File: config.mk
export PLATFORM = sky130hd
export DESIGN_NAME = usps_port_suspend
export DESIGN_NICKNAME = d
export VERILOG_FILES = /design/src/verilog/usps_pkg.sv /design/src/verilog/usps_sync.sv /design/src/verilog/usps_port_suspend.sv
export SDC_FILE = /design/constraint.sdc
export NUM_CORES = 1
export LEC_CHECK = 0
export BUFFER_PORTS_ARGS = -buffer_cell sky130_fd_sc_hd__buf_4
export CAP_MARGIN = 15
export CORE_MARGIN = 10
export CORE_UTILIZATION = 40
export DETAILED_ROUTE_END_ITERATION = 8
export GPL_ROUTABILITY_DRIVEN = 0
export PLACE_DENSITY = 0.81
export SYNTH_ARGS = -nofsm -noshare
export SYNTH_HDL_FRONTEND = slang
export SYNTH_SLANG_ARGS = --single-unit
File: constraint.sdc
create_clock -name clk_i -period 3.03 [get_ports clk_i]
set_input_delay 0.4545 -clock clk_i [delete_from_list [all_inputs] [get_ports clk_i]]
set_output_delay 0.4545 -clock clk_i [all_outputs]
set_load 0.05 [all_outputs]
File: src/verilog/usps_pkg.sv
// Constants and types for the USB port suspend control block
package usps_pkg;

  // Register byte offsets on the Wishbone slave
  localparam logic [7:0] USPS_OFS_CTRL = 8'h00;
  localparam logic [7:0] USPS_OFS_STAT = 8'h04;

  // Port control register field positions
  localparam int USPS_CTRL_EN_BIT    = 2;
  localparam int USPS_CTRL_FPR_BIT   = 6;
  localparam int USPS_CTRL_SUSP_BIT  = 7;
  localparam int USPS_CTRL_PORT_BUS_RESET_BIT  = 8;
  localparam int USPS_CTRL_PWR_BIT   = 12;

  // Status register field positions
  localparam int USPS_STAT_PCD_BIT   = 2;
  localparam int USPS_STAT_STATE_LSB = 4;
  localparam int USPS_STAT_RDET_BIT  = 8;
  localparam int USPS_STAT_BLK_BIT   = 9;

  // Reset values of software controls
  localparam logic USPS_RST_EN   = 1'b0;
  localparam logic USPS_RST_FPR  = 1'b0;
  localparam logic USPS_RST_SUSP = 1'b0;
  localparam logic USPS_RST_PORT_BUS_RESET = 1'b0;
  localparam logic USPS_RST_PWR  = 1'b0;
  localparam logic USPS_RST_PCD  = 1'b0;

  // Bus line states as sampled from the port
  localparam logic [1:0] USPS_LS_J = 2'h2;
  localparam logic [1:0] USPS_LS_K = 2'h1;

  // Timing: longest resume exit, rounded down to whole cycles
  localparam int USPS_CLK_HZ         = 25000000;
  localparam int USPS_RES_EXIT_MS    = 2;
  localparam int USPS_RES_EXIT_CYC   = USPS_RES_EXIT_MS * (USPS_CLK_HZ / 1000);
  localparam int USPS_EXIT_CNT_W     = 16;

  // Reported port state: {enable, suspend}
  typedef enum logic [1:0] {
    USPS_PS_DISABLED  = 2'b00,
    USPS_PS_ENABLED   = 2'b10,
    USPS_PS_SUSPENDED = 2'b11
  } usps_port_state_t;

  // Suspend sequencer states
  typedef enum logic [1:0] {
    USPS_ST_ACTIVE    = 2'b00,
    USPS_ST_PENDING   = 2'b01,
    USPS_ST_SUSPENDED = 2'b10,
    USPS_ST_EXIT      = 2'b11
  } usps_state_t;

  // Register decode result
  typedef enum logic [1:0] {
    USPS_SEL_NONE = 2'b00,
    USPS_SEL_CTRL = 2'b01,
    USPS_SEL_STAT = 2'b10
  } usps_sel_t;

  // Downstream data beat
  typedef struct packed {
    logic       valid;
    logic [7:0] data;
  } usps_ds_t;

  // Port control outputs toward the transceiver
  typedef struct packed {
    logic             resume_drive;
    logic             bus_reset;
    logic             resume_det_en;
    logic             hs_idle;
    usps_port_state_t state;
  } usps_port_t;

endpackage

File: src/verilog/usps_sync.sv
// Three-stage input synchroniser with agreement filter
`timescale 1ns/1ns
module usps_sync #(
  parameter int W = 2
) (
  // Clock and reset
  input  wire logic         clk_i,
  input  wire logic         rst_i,
  // Asynchronous input and filtered result
  input  wire logic [W-1:0] async_i,
  output logic      [W-1:0] stable_o
);

  logic [W-1:0] s1_q;
  logic [W-1:0] s2_q;
  logic [W-1:0] s3_q;

  genvar g;
  generate
    for (g = 0; g < W; g++) begin : g_bit
      always_ff @(posedge clk_i) begin
        if (rst_i) begin
          s1_q[g]     <= 1'b0;
          s2_q[g]     <= 1'b0;
          s3_q[g]     <= 1'b0;
          stable_o[g] <= 1'b0;
        end else begin
          s1_q[g] <= async_i[g];
          s2_q[g] <= s1_q[g];
          s3_q[g] <= s2_q[g];
          // Only take a change once two late stages agree
          if (s2_q[g] == s3_q[g]) begin
            stable_o[g] <= s3_q[g];
          end
        end
      end
    end
  endgenerate

endmodule // usps_sync

File: src/verilog/usps_port_suspend.sv
// Suspend control for one downstream host port, with Wishbone registers
`timescale 1ns/1ns
module usps_port_suspend
  import usps_pkg::*;
#(
  parameter int RESUME_EXIT_CYC = USPS_RES_EXIT_CYC
) (
  // Clock and reset
  input  wire logic        clk_i,
  input  wire logic        rst_i,
  // Wishbone classic slave
  input  wire logic        wb_cyc_i,
  input  wire logic        wb_stb_i,
  input  wire logic        wb_we_i,
  input  wire logic [7:0]  wb_adr_i,
  input  wire logic [3:0]  wb_sel_i,
  input  wire logic [31:0] wb_dat_i,
  output logic      [31:0] wb_dat_o,
  output logic             wb_ack_o,
  // Transaction engine side
  input  wire logic        txn_busy_i,
  input  wire usps_ds_t    ds_i,
  output usps_ds_t         ds_o,
  // Port pins and control
  input  wire logic [1:0]  line_state_i,
  output usps_port_t       port_o
);

  localparam logic [USPS_EXIT_CNT_W-1:0] EXIT_LAST = USPS_EXIT_CNT_W'(RESUME_EXIT_CYC - 1);

  // Word decode, shared by read mux and write path
  function automatic usps_sel_t dec_reg(input logic [7:0] adr);
    usps_sel_t s;
    s = USPS_SEL_NONE;
    if (adr == USPS_OFS_CTRL) begin
      s = USPS_SEL_CTRL;
    end else if (adr == USPS_OFS_STAT) begin
      s = USPS_SEL_STAT;
    end
    return s;
  endfunction

  // Two-bit state code from enable and suspend
  function automatic usps_port_state_t port_state(input logic en, input logic susp);
    usps_port_state_t ps;
    if (!en) begin
      ps = USPS_PS_DISABLED;
    end else if (susp) begin
      ps = USPS_PS_SUSPENDED;
    end else begin
      ps = USPS_PS_ENABLED;
    end
    return ps;
  endfunction

  // Register state
  logic                       ack_q;
  logic [31:0]                rdat_q;
  logic                       en_q;
  logic                       fpr_q;
  logic                       port_bus_reset_q;
  logic                       pwr_q;
  logic                       pcd_q;
  usps_state_t                st_q;
  usps_state_t                st_d;
  logic [USPS_EXIT_CNT_W-1:0] exit_cnt_q;
  logic [1:0]                 ls_stable;
  logic [1:0]                 ls_prev_q;
  usps_ds_t                   ds_q;
  usps_port_t                 port_q;

  // Decoded events
  logic        req;
  logic        wr_fire;
  logic        wr_ctrl;
  logic        wr_stat;
  logic        lane0;
  logic        lane1;
  logic        sw_susp_set;
  logic        sw_fpr_set;
  logic        sw_fpr_clr;
  logic        sw_port_bus_reset_rise;
  logic        pwr_off;
  logic        jk_edge;
  logic        resume_seen;
  logic        exit_done;
  logic        susp_rd;
  logic        blocking;
  logic [31:0] ctrl_word;
  logic [31:0] stat_word;

  // Line state from the pin, through the filtered synchroniser
  usps_sync #(
    .W (2)
  ) u_ls_sync (
    .clk_i    (clk_i),
    .rst_i    (rst_i),
    .async_i  (line_state_i),
    .stable_o (ls_stable)
  );

  // Bus handshake: ack one cycle after the request, writes land at the ack edge
  assign req     = wb_cyc_i & wb_stb_i;
  assign wr_fire = req & wb_we_i & ack_q;
  assign wr_ctrl = wr_fire & (dec_reg(wb_adr_i) == USPS_SEL_CTRL);
  assign wr_stat = wr_fire & (dec_reg(wb_adr_i) == USPS_SEL_STAT);
  assign lane0   = wb_sel_i[0];
  assign lane1   = wb_sel_i[1];

  assign sw_susp_set  = wr_ctrl & lane0 & wb_dat_i[USPS_CTRL_SUSP_BIT];
  assign sw_fpr_set   = wr_ctrl & lane0 & wb_dat_i[USPS_CTRL_FPR_BIT] & ~fpr_q;
  assign sw_fpr_clr   = wr_ctrl & lane0 & ~wb_dat_i[USPS_CTRL_FPR_BIT] & fpr_q & (st_q != USPS_ST_EXIT);
  assign sw_port_bus_reset_rise = wr_ctrl & lane1 & wb_dat_i[USPS_CTRL_PORT_BUS_RESET_BIT] & ~port_bus_reset_q;
  assign pwr_off      = ~pwr_q;

  assign jk_edge     = (ls_prev_q == USPS_LS_J) && (ls_stable == USPS_LS_K);
  assign resume_seen = jk_edge & (st_q == USPS_ST_SUSPENDED) & ~fpr_q;
  assign exit_done   = (st_q == USPS_ST_EXIT) && (exit_cnt_q == EXIT_LAST);

  assign susp_rd  = (st_q == USPS_ST_SUSPENDED) & pwr_q;
  assign blocking = (st_q == USPS_ST_SUSPENDED) | (st_q == USPS_ST_EXIT);

  // Read views of both registers
  always_comb begin
    ctrl_word                     = 32'h0000_0000;
    ctrl_word[USPS_CTRL_EN_BIT]   = en_q;
    ctrl_word[USPS_CTRL_FPR_BIT]  = fpr_q & pwr_q;
    ctrl_word[USPS_CTRL_SUSP_BIT] = susp_rd;
    ctrl_word[USPS_CTRL_PORT_BUS_RESET_BIT] = port_bus_reset_q;
    ctrl_word[USPS_CTRL_PWR_BIT]  = pwr_q;
  end

  always_comb begin
    stat_word                                        = 32'h0000_0000;
    stat_word[USPS_STAT_PCD_BIT]                     = pcd_q;
    stat_word[USPS_STAT_STATE_LSB+1:USPS_STAT_STATE_LSB] = port_state(en_q, susp_rd);
    stat_word[USPS_STAT_RDET_BIT]                    = (st_q == USPS_ST_SUSPENDED);
    stat_word[USPS_STAT_BLK_BIT]                     = blocking;
  end

  // Ack and read data, both registered
  always_ff @(posedge clk_i) begin
    if (rst_i) begin
      ack_q  <= 1'b0;
      rdat_q <= 32'h0000_0000;
    end else begin
      ack_q <= req & ~ack_q;
      if (req & ~ack_q) begin
        case (dec_reg(wb_adr_i))
          USPS_SEL_CTRL: rdat_q <= ctrl_word;
          USPS_SEL_STAT: rdat_q <= stat_word;
          default:       rdat_q <= 32'h0000_0000;
        endcase
      end
    end
  end

  // Port power, lane 1
  always_ff @(posedge clk_i) begin
    if (rst_i) begin
      pwr_q <= USPS_RST_PWR;
    end else if (wr_ctrl & lane1) begin
      pwr_q <= wb_dat_i[USPS_CTRL_PWR_BIT];
    end
  end

  // Port enable; the end of a resume does not touch it
  always_ff @(posedge clk_i) begin
    if (rst_i) begin
      en_q <= USPS_RST_EN;
    end else if (pwr_off) begin
      en_q <= 1'b0;
    end else if (wr_ctrl & lane0) begin
      en_q <= wb_dat_i[USPS_CTRL_EN_BIT];
    end
  end

  // Port reset control
  always_ff @(posedge clk_i) begin
    if (rst_i) begin
      port_bus_reset_q <= USPS_RST_PORT_BUS_RESET;
    end else if (pwr_off) begin
      port_bus_reset_q <= 1'b0;
    end else if (wr_ctrl & lane1) begin
      port_bus_reset_q <= wb_dat_i[USPS_CTRL_PORT_BUS_RESET_BIT];
    end
  end

  // Force-resume: held through the exit so software sees it until idle
  always_ff @(posedge clk_i) begin
    if (rst_i) begin
      fpr_q <= USPS_RST_FPR;
    end else if (pwr_off | sw_port_bus_reset_rise) begin
      fpr_q <= 1'b0;
    end else if (resume_seen | sw_fpr_set) begin
      fpr_q <= 1'b1;
    end else if (exit_done) begin
      fpr_q <= 1'b0;
    end else if (sw_fpr_clr & (st_q != USPS_ST_SUSPENDED)) begin
      fpr_q <= 1'b0;
    end
  end

  // Port change detect: hardware set beats a same-cycle clear
  always_ff @(posedge clk_i) begin
    if (rst_i) begin
      pcd_q <= USPS_RST_PCD;
    end else if (resume_seen) begin
      pcd_q <= 1'b1;
    end else if (wr_stat & lane0 & wb_dat_i[USPS_STAT_PCD_BIT]) begin
      pcd_q <= 1'b0;
    end
  end

  // Suspend sequencer next state
  always_comb begin
    st_d = st_q;
    if (pwr_off) begin
      st_d = USPS_ST_ACTIVE;
    end else if (sw_port_bus_reset_rise) begin
      st_d = USPS_ST_ACTIVE;
    end else begin
      case (st_q)
        USPS_ST_ACTIVE: begin
          if (sw_susp_set & en_q) begin
            st_d = USPS_ST_PENDING;
          end
        end
        USPS_ST_PENDING: begin
          if (!en_q) begin
            st_d = USPS_ST_ACTIVE;
          end else if (!txn_busy_i) begin
            st_d = USPS_ST_SUSPENDED;
          end
        end
        USPS_ST_SUSPENDED: begin
          if (sw_fpr_clr) begin
            st_d = USPS_ST_EXIT;
          end
        end
        USPS_ST_EXIT: begin
          if (exit_done) begin
            st_d = USPS_ST_ACTIVE;
          end
        end
        default: st_d = USPS_ST_ACTIVE;
      endcase
    end
  end

  always_ff @(posedge clk_i) begin
    if (rst_i) begin
      st_q <= USPS_ST_ACTIVE;
    end else begin
      st_q <= st_d;
    end
  end

  // Exit timer; the bound is the longest allowed, so idle is never late
  always_ff @(posedge clk_i) begin
    if (rst_i) begin
      exit_cnt_q <= '0;
    end else if (st_q == USPS_ST_EXIT) begin
      exit_cnt_q <= exit_cnt_q + 1'b1;
    end else begin
      exit_cnt_q <= '0;
    end
  end

  // Previous filtered line state for edge detection
  always_ff @(posedge clk_i) begin
    if (rst_i) begin
      ls_prev_q <= 2'h0;
    end else begin
      ls_prev_q <= ls_stable;
    end
  end

  // Downstream forwarding, one register stage
  always_ff @(posedge clk_i) begin
    if (rst_i) begin
      ds_q <= '0;
    end else begin
      ds_q.valid <= ds_i.valid & ~blocking;
      ds_q.data  <= ds_i.data;
    end
  end

  // Port-facing controls, all registered
  always_ff @(posedge clk_i) begin
    if (rst_i) begin
      port_q <= '{resume_drive: 1'b0, bus_reset: 1'b0, resume_det_en: 1'b0,
                  hs_idle: 1'b0, state: USPS_PS_DISABLED};
    end else begin
      port_q.resume_drive  <= fpr_q & (st_q == USPS_ST_SUSPENDED);
      port_q.bus_reset     <= port_bus_reset_q;
      port_q.resume_det_en <= (st_q == USPS_ST_SUSPENDED);
      port_q.hs_idle       <= exit_done;
      port_q.state         <= port_state(en_q, susp_rd);
    end
  end

  assign wb_ack_o = ack_q;
  assign wb_dat_o = rdat_q;
  assign ds_o     = ds_q;
  assign port_o   = port_q;

endmodule // usps_port_suspend

# Word-level counts from Yosys, hierarchy flattened
# Cells that the tools add are included.
# op_classes
add_sub_neg	1
mul	0
div_mod_pow	0
order_cmp	0
n_eq_ne	19
shifts	0
muxes	18
n_bitwise	36
n_reduce_logical	11
# ops
operator	n
bitwise AND 1 bit	26
case mux 13 bit (2 select lines)	1
2-to-1 mux 2 bit	10
adder 16 x 1 -> 16 bit (second input constant)	1
== test 16 bit (second input constant)	1
== test 2 bit (second input constant)	5
!= test 2 bit (second input constant)	5
== test 2 x 1 -> 1 bit (second input constant)	4
== test 8 x 3 -> 1 bit (second input constant)	1
zero test 8 bit	1
case mux 2 bit (4 select lines)	1
inverter 1 bit	7
2-to-1 mux 1 bit	6
OR reduction 2 bit	3
AND reduction 4 bit	1
!= test 3 bit (second input constant)	1
bitwise OR 1 bit	3
nonzero test 3 bit	1
OR reduction 3 bit	1
== test 1 bit	2
logical AND 1 bit	2
zero test 2 bit	1
nonzero test 2 bit	1
# word_totals
ff_bits	81
latchBits	0
ramBits	0
rom_bits	0
input_bits	61
out_inout_bits	48
wordCells	110
memories	0

# Depth between registers and ports, before layout
# depth
word_depth	13
ltp_mapped	5
depth_no_buf	5

# By module
# A second synthesis with hierarchy kept.
# unflattened
hier_cells	251
area_unflattened_um2	2334.7
# modules_own_cells
mod	n_inst	cells_each	area_per_inst_um2	seq_area_each_um2
usps_port_suspend	1	231	2107.0	980.9
usps_sync	1	20	227.7	160.2

# Least setup slack after synthesis
# OpenSTA, ideal clock, no wires.
# synth_path
path_type	register to register
from	register ack_q (netlist: wb_ack_o)
to	register fpr_q
setup_ns	0.133
arrival_ns	1.505
required_time_ns	2.897
path_slack_ns	1.392
path_stages_with_launch	5
path_buffers	0
synth_period_minus_slack_ns	1.638
path_cell_list	dfxtp_1 and4_1 nand4_2 o311ai_2 a211oi_1
# synth_between
elab_chain_cells	8
word_cells_on_any_way	17
classes_between	mux: 1; bitwise: 14; reduce/logical: 2
# synth_rtl
item	line	text
from (decl)	usps_port_suspend.sv:57	logic ack_q;
from (signal assigned)	usps_port_suspend.sv:147	ack_q <= req & ~ack_q;
bitwise AND 1 bit *	usps_port_suspend.sv:104	assign wr_fire = req & wb_we_i & ack_q;
bitwise AND 1 bit *	usps_port_suspend.sv:105	assign wr_ctrl = wr_fire & (dec_reg(wb_adr_i) == USPS_SEL_CTRL);
bitwise AND 1 bit	usps_port_suspend.sv:111, usps_port_suspend.sv:112	
bitwise AND 1 bit (3 in a row)	usps_port_suspend.sv:112	assign sw_fpr_clr = wr_ctrl & lane0 & ~wb_dat_i[USPS_CTRL_FPR_BIT] & fpr_q & (st_q != USPS_ST_EXIT);
bitwise AND 1 bit	usps_port_suspend.sv:199	end else if (sw_fpr_clr & (st_q != USPS_ST_SUSPENDED)) begin
nonzero test 3 bit (no source line)	n/a	
to (signal assigned)	usps_port_suspend.sv:196	fpr_q <= 1'b1;
to (signal assigned)	usps_port_suspend.sv:198	fpr_q <= 1'b0;
to (signal assigned)	usps_port_suspend.sv:200	fpr_q <= 1'b0;
to (decl)	usps_port_suspend.sv:60	logic fpr_q;
# Mark *: on every way between the ends. The rest lies on a longest branch, timed or not.
# A chain may end at the register's enable or synchronous reset.

==> flow_summary.yaml <==
grt:
  grt_overflow: 0
  antenna_found_initial: 0
  grt_pass1_vias: 1824
  grt.total_usage_pct: 10.9
  grt_pass1_wl_um: 8630
  grt_max_degree: 36
cts:
  clkTransAtPathRegs_ns: 0.06
  clockRootBuffer: "clkbuf_8"
  post_cts_buffers: 0
  post_cts_resized: 0
  cts.sinks: 57
  clk_path_buf_depth: 2
  clkLatencyLatePin_ns: 0.32
  hold_buffers: 0
  htreeDepth: 3
  cts_made_buffers: 9
  cts_tree: "done"
power_and_ir_drop:
  vdd_ir_drop_max_mv: 0.225
  leakage_uw: 0.00116
  p_per_area_nw_per_um2: 514
logic_synthesis:
  synth_edf_count: 0
  synth_ff_type: "dfxtp_1"
  synth_cell_types: 43
  synth-simple-area-share_pct: 27.8
  synthMuxAreaShare_pct: 2.19
  synth_top_area_share_pct: 47.6
  async_flop_share_pct: 0
  yosysTopAreaCell: "dfxtp_1"
  synth_top_family_by_area: "simple AND/OR/NAND/NOR gates"
  syn_area_per_cell_um2: 9.58
  syn_area_um2: 2390
  synth-compound-area-share_pct: 6.74
  yosysWarnings: 0
  syn_inst: 250
  ys_seq_area_share_pct: 47.6
  synth_fa_ha_area_share_pct: 0.522
  yosys.cell_count.top_type: "dfxtp_1"
  synth_common_cells: "dfxtp_1, buf_4, nor2_1"
  synth_xor_xnor_area_share_pct: 4.39
  synth_seq_cells: 57
  synth_area_leaders: "dfxtp_1, buf_4, nor2b_1"
job:
  maxCapViolCount: 0
worst_hold_path:
  min_from: "ds_i[2]"
  hold_path_class: "in -> reg"
critical_path:
  path_cells: "nand2b_1, nor4_1, o22ai_1, a211oi_1"
  cp_num_buf_inv: 0
  critPathMaxStageDelay_ns: 0.56
  required_ns: 3.27
  worst_path_max_delay_cell: "dfxtp_1"
  ff2ff_setup_slack_ns: 1.46
  endpoint_kind: "flop"
  worstSetupPathType: "reg -> reg"
  crit_path_max_fanout: 13
  critPathLaunchType: "flop"
  path_delay_family: "simple AND/OR/NAND/NOR gates"
  crit_arrival_ns: 1.81
sta:
  rsz0062_at_grt: "no"
  hold_viol_final: 0
  fin_crit_ns: 1.57
  slew_headroom_pct: 57.6
  fin_skew_ns: 0.00434
  setup_viol: 0
  fin_crit_sh_pct: 51.8
  max_freq_ghz: 0.638
  setup_tns_ns: 0
  holdWs_ns: 0.341
  tightestPinTransition_ns: 0.634
  report.final.slew_viol_count: 0
finish:
  drive_gt1_share_pct: 24.7
  areaGrowthSynthToFinish_pct: 21.3
  fill_cells: 525
  finalNetCount: 368
  fin_area_um2: 2910
  antenna_cells: 0
  finalCoreUtilization_pct: 49.7
route:
  drtIter0Drc: 60
  drtAntennaViolNets: 0
  vias_per_cell: 4.71
  drt-total-wl_um: 5210
  num_vias: 1804
  wire_per_inst_um: 13.6
  drcViolationCount: 0
  first_pass_iters: 4
status:
  status: "completed"
placement:
  dpl_cell_area_um2: 2760
  io_buffers: 55
  dp_hpwl_um: 3950
floorplanning:
  start_util_pct: 40.9
  fp-row-count: 28
  core-area_um2: 5850
  io_pins: 109
  dieArea_um2: 9480
  die_h_um: 97.4
  die_w_um: 97.4
## cell usage in the layout, fill, tap and decap left out, types with 3 or more instances in the layout
cell type	n
dfxtp_1	57
buf_4	55
conb_1	24
nor2_1	23
nor2b_1	20
nand2_1	18
a21oi_1	13
nand4_1	12
xor2_1	10
clkbuf_8	10
nand3_1	9
and4_1	5
inv_1	5
o21ai_0	5
mux2i_1	3
## final timing paths
| path | end | cells after the start |
|---|---|---|
| max | fpr_q | 4 |
| min | ds_o[2] | 2 |
| max reg2reg | fpr_q | 4 |
| min reg2reg | u_ls_sync.s2_q[1] | 1 |
## sequential cells by signal, indices dropped and copies added, names as in the netlist, named ones only
name,flops
exit_cnt_q,16
ls_prev_q,2
port_o,6
port_bus_reset_q,1
ds_o,9
u_ls_sync.s3_q,2
pwr_q,1
en_q,1
u_ls_sync.stable_o,2
wb_dat_o,8
u_ls_sync.s1_q,2
fpr_q,1
wb_ack_o,1
st_q,1
u_ls_sync.s2_q,2
pcd_q,1
## worst register-to-register path: stages, from the launching register on
cell and delay (ns):
dfxtp_1 0.56, nand2b_1 0.20, nor4_1 0.40, o22ai_1 0.13
a211oi_1 0.20
## routing by layer
layer  track usage [%]  vias to the layer above  part of all wire, %
met1              11.9                      823                   42
met5                 0                        -                    0
li1                  -                      920                    -
met4              4.47                        0                  1.8
met3              5.41                       12                  7.3
met2              17.5                       49                   48
## area by class of cell
type,count,area (µm²),share of cell area (%)
Sequential cell,57,1140,39.3
Multi-Input combinational cell,178,1090,37.5
Timing Repair Buffer,55,413,14.2
Clock buffer,12,145,5.00
Tap cell,75,93.8,3.23
Inverter,5,18.8,0.646
Clock inverter,1,5.00,0.172
## kinds of logic (layout without fill, tap and decap cells)
kind of cell | Yosys count | after routing
compound gates | 26 | 26
xor+xnor | 12 | 12
fa+ha+maj | 1 | 1
buf+inv | 38 | 73
flops | 57 | 57
mux | 5 | 5
other cells | 1 | 24
simple gates | 110 | 110
## stage by stage
stage               instances  total power [µW]  setup slack [ns]
floorplan                 273               915              1.39
global placement          370               939              1.31
detailed placement        370               941              1.29
global route              383              1550              1.27
finish                    383              1490              1.46
CTS                       383              1510              1.45
## power by group
group | switching [µW] | total, µW | internal (µW)
clock | 263 | 567 | 304
combinational | 120 | 162 | 42.4
sequential | 3.05 | 763 | 760
No activity file was read; power rests on OpenSTA's default activity.
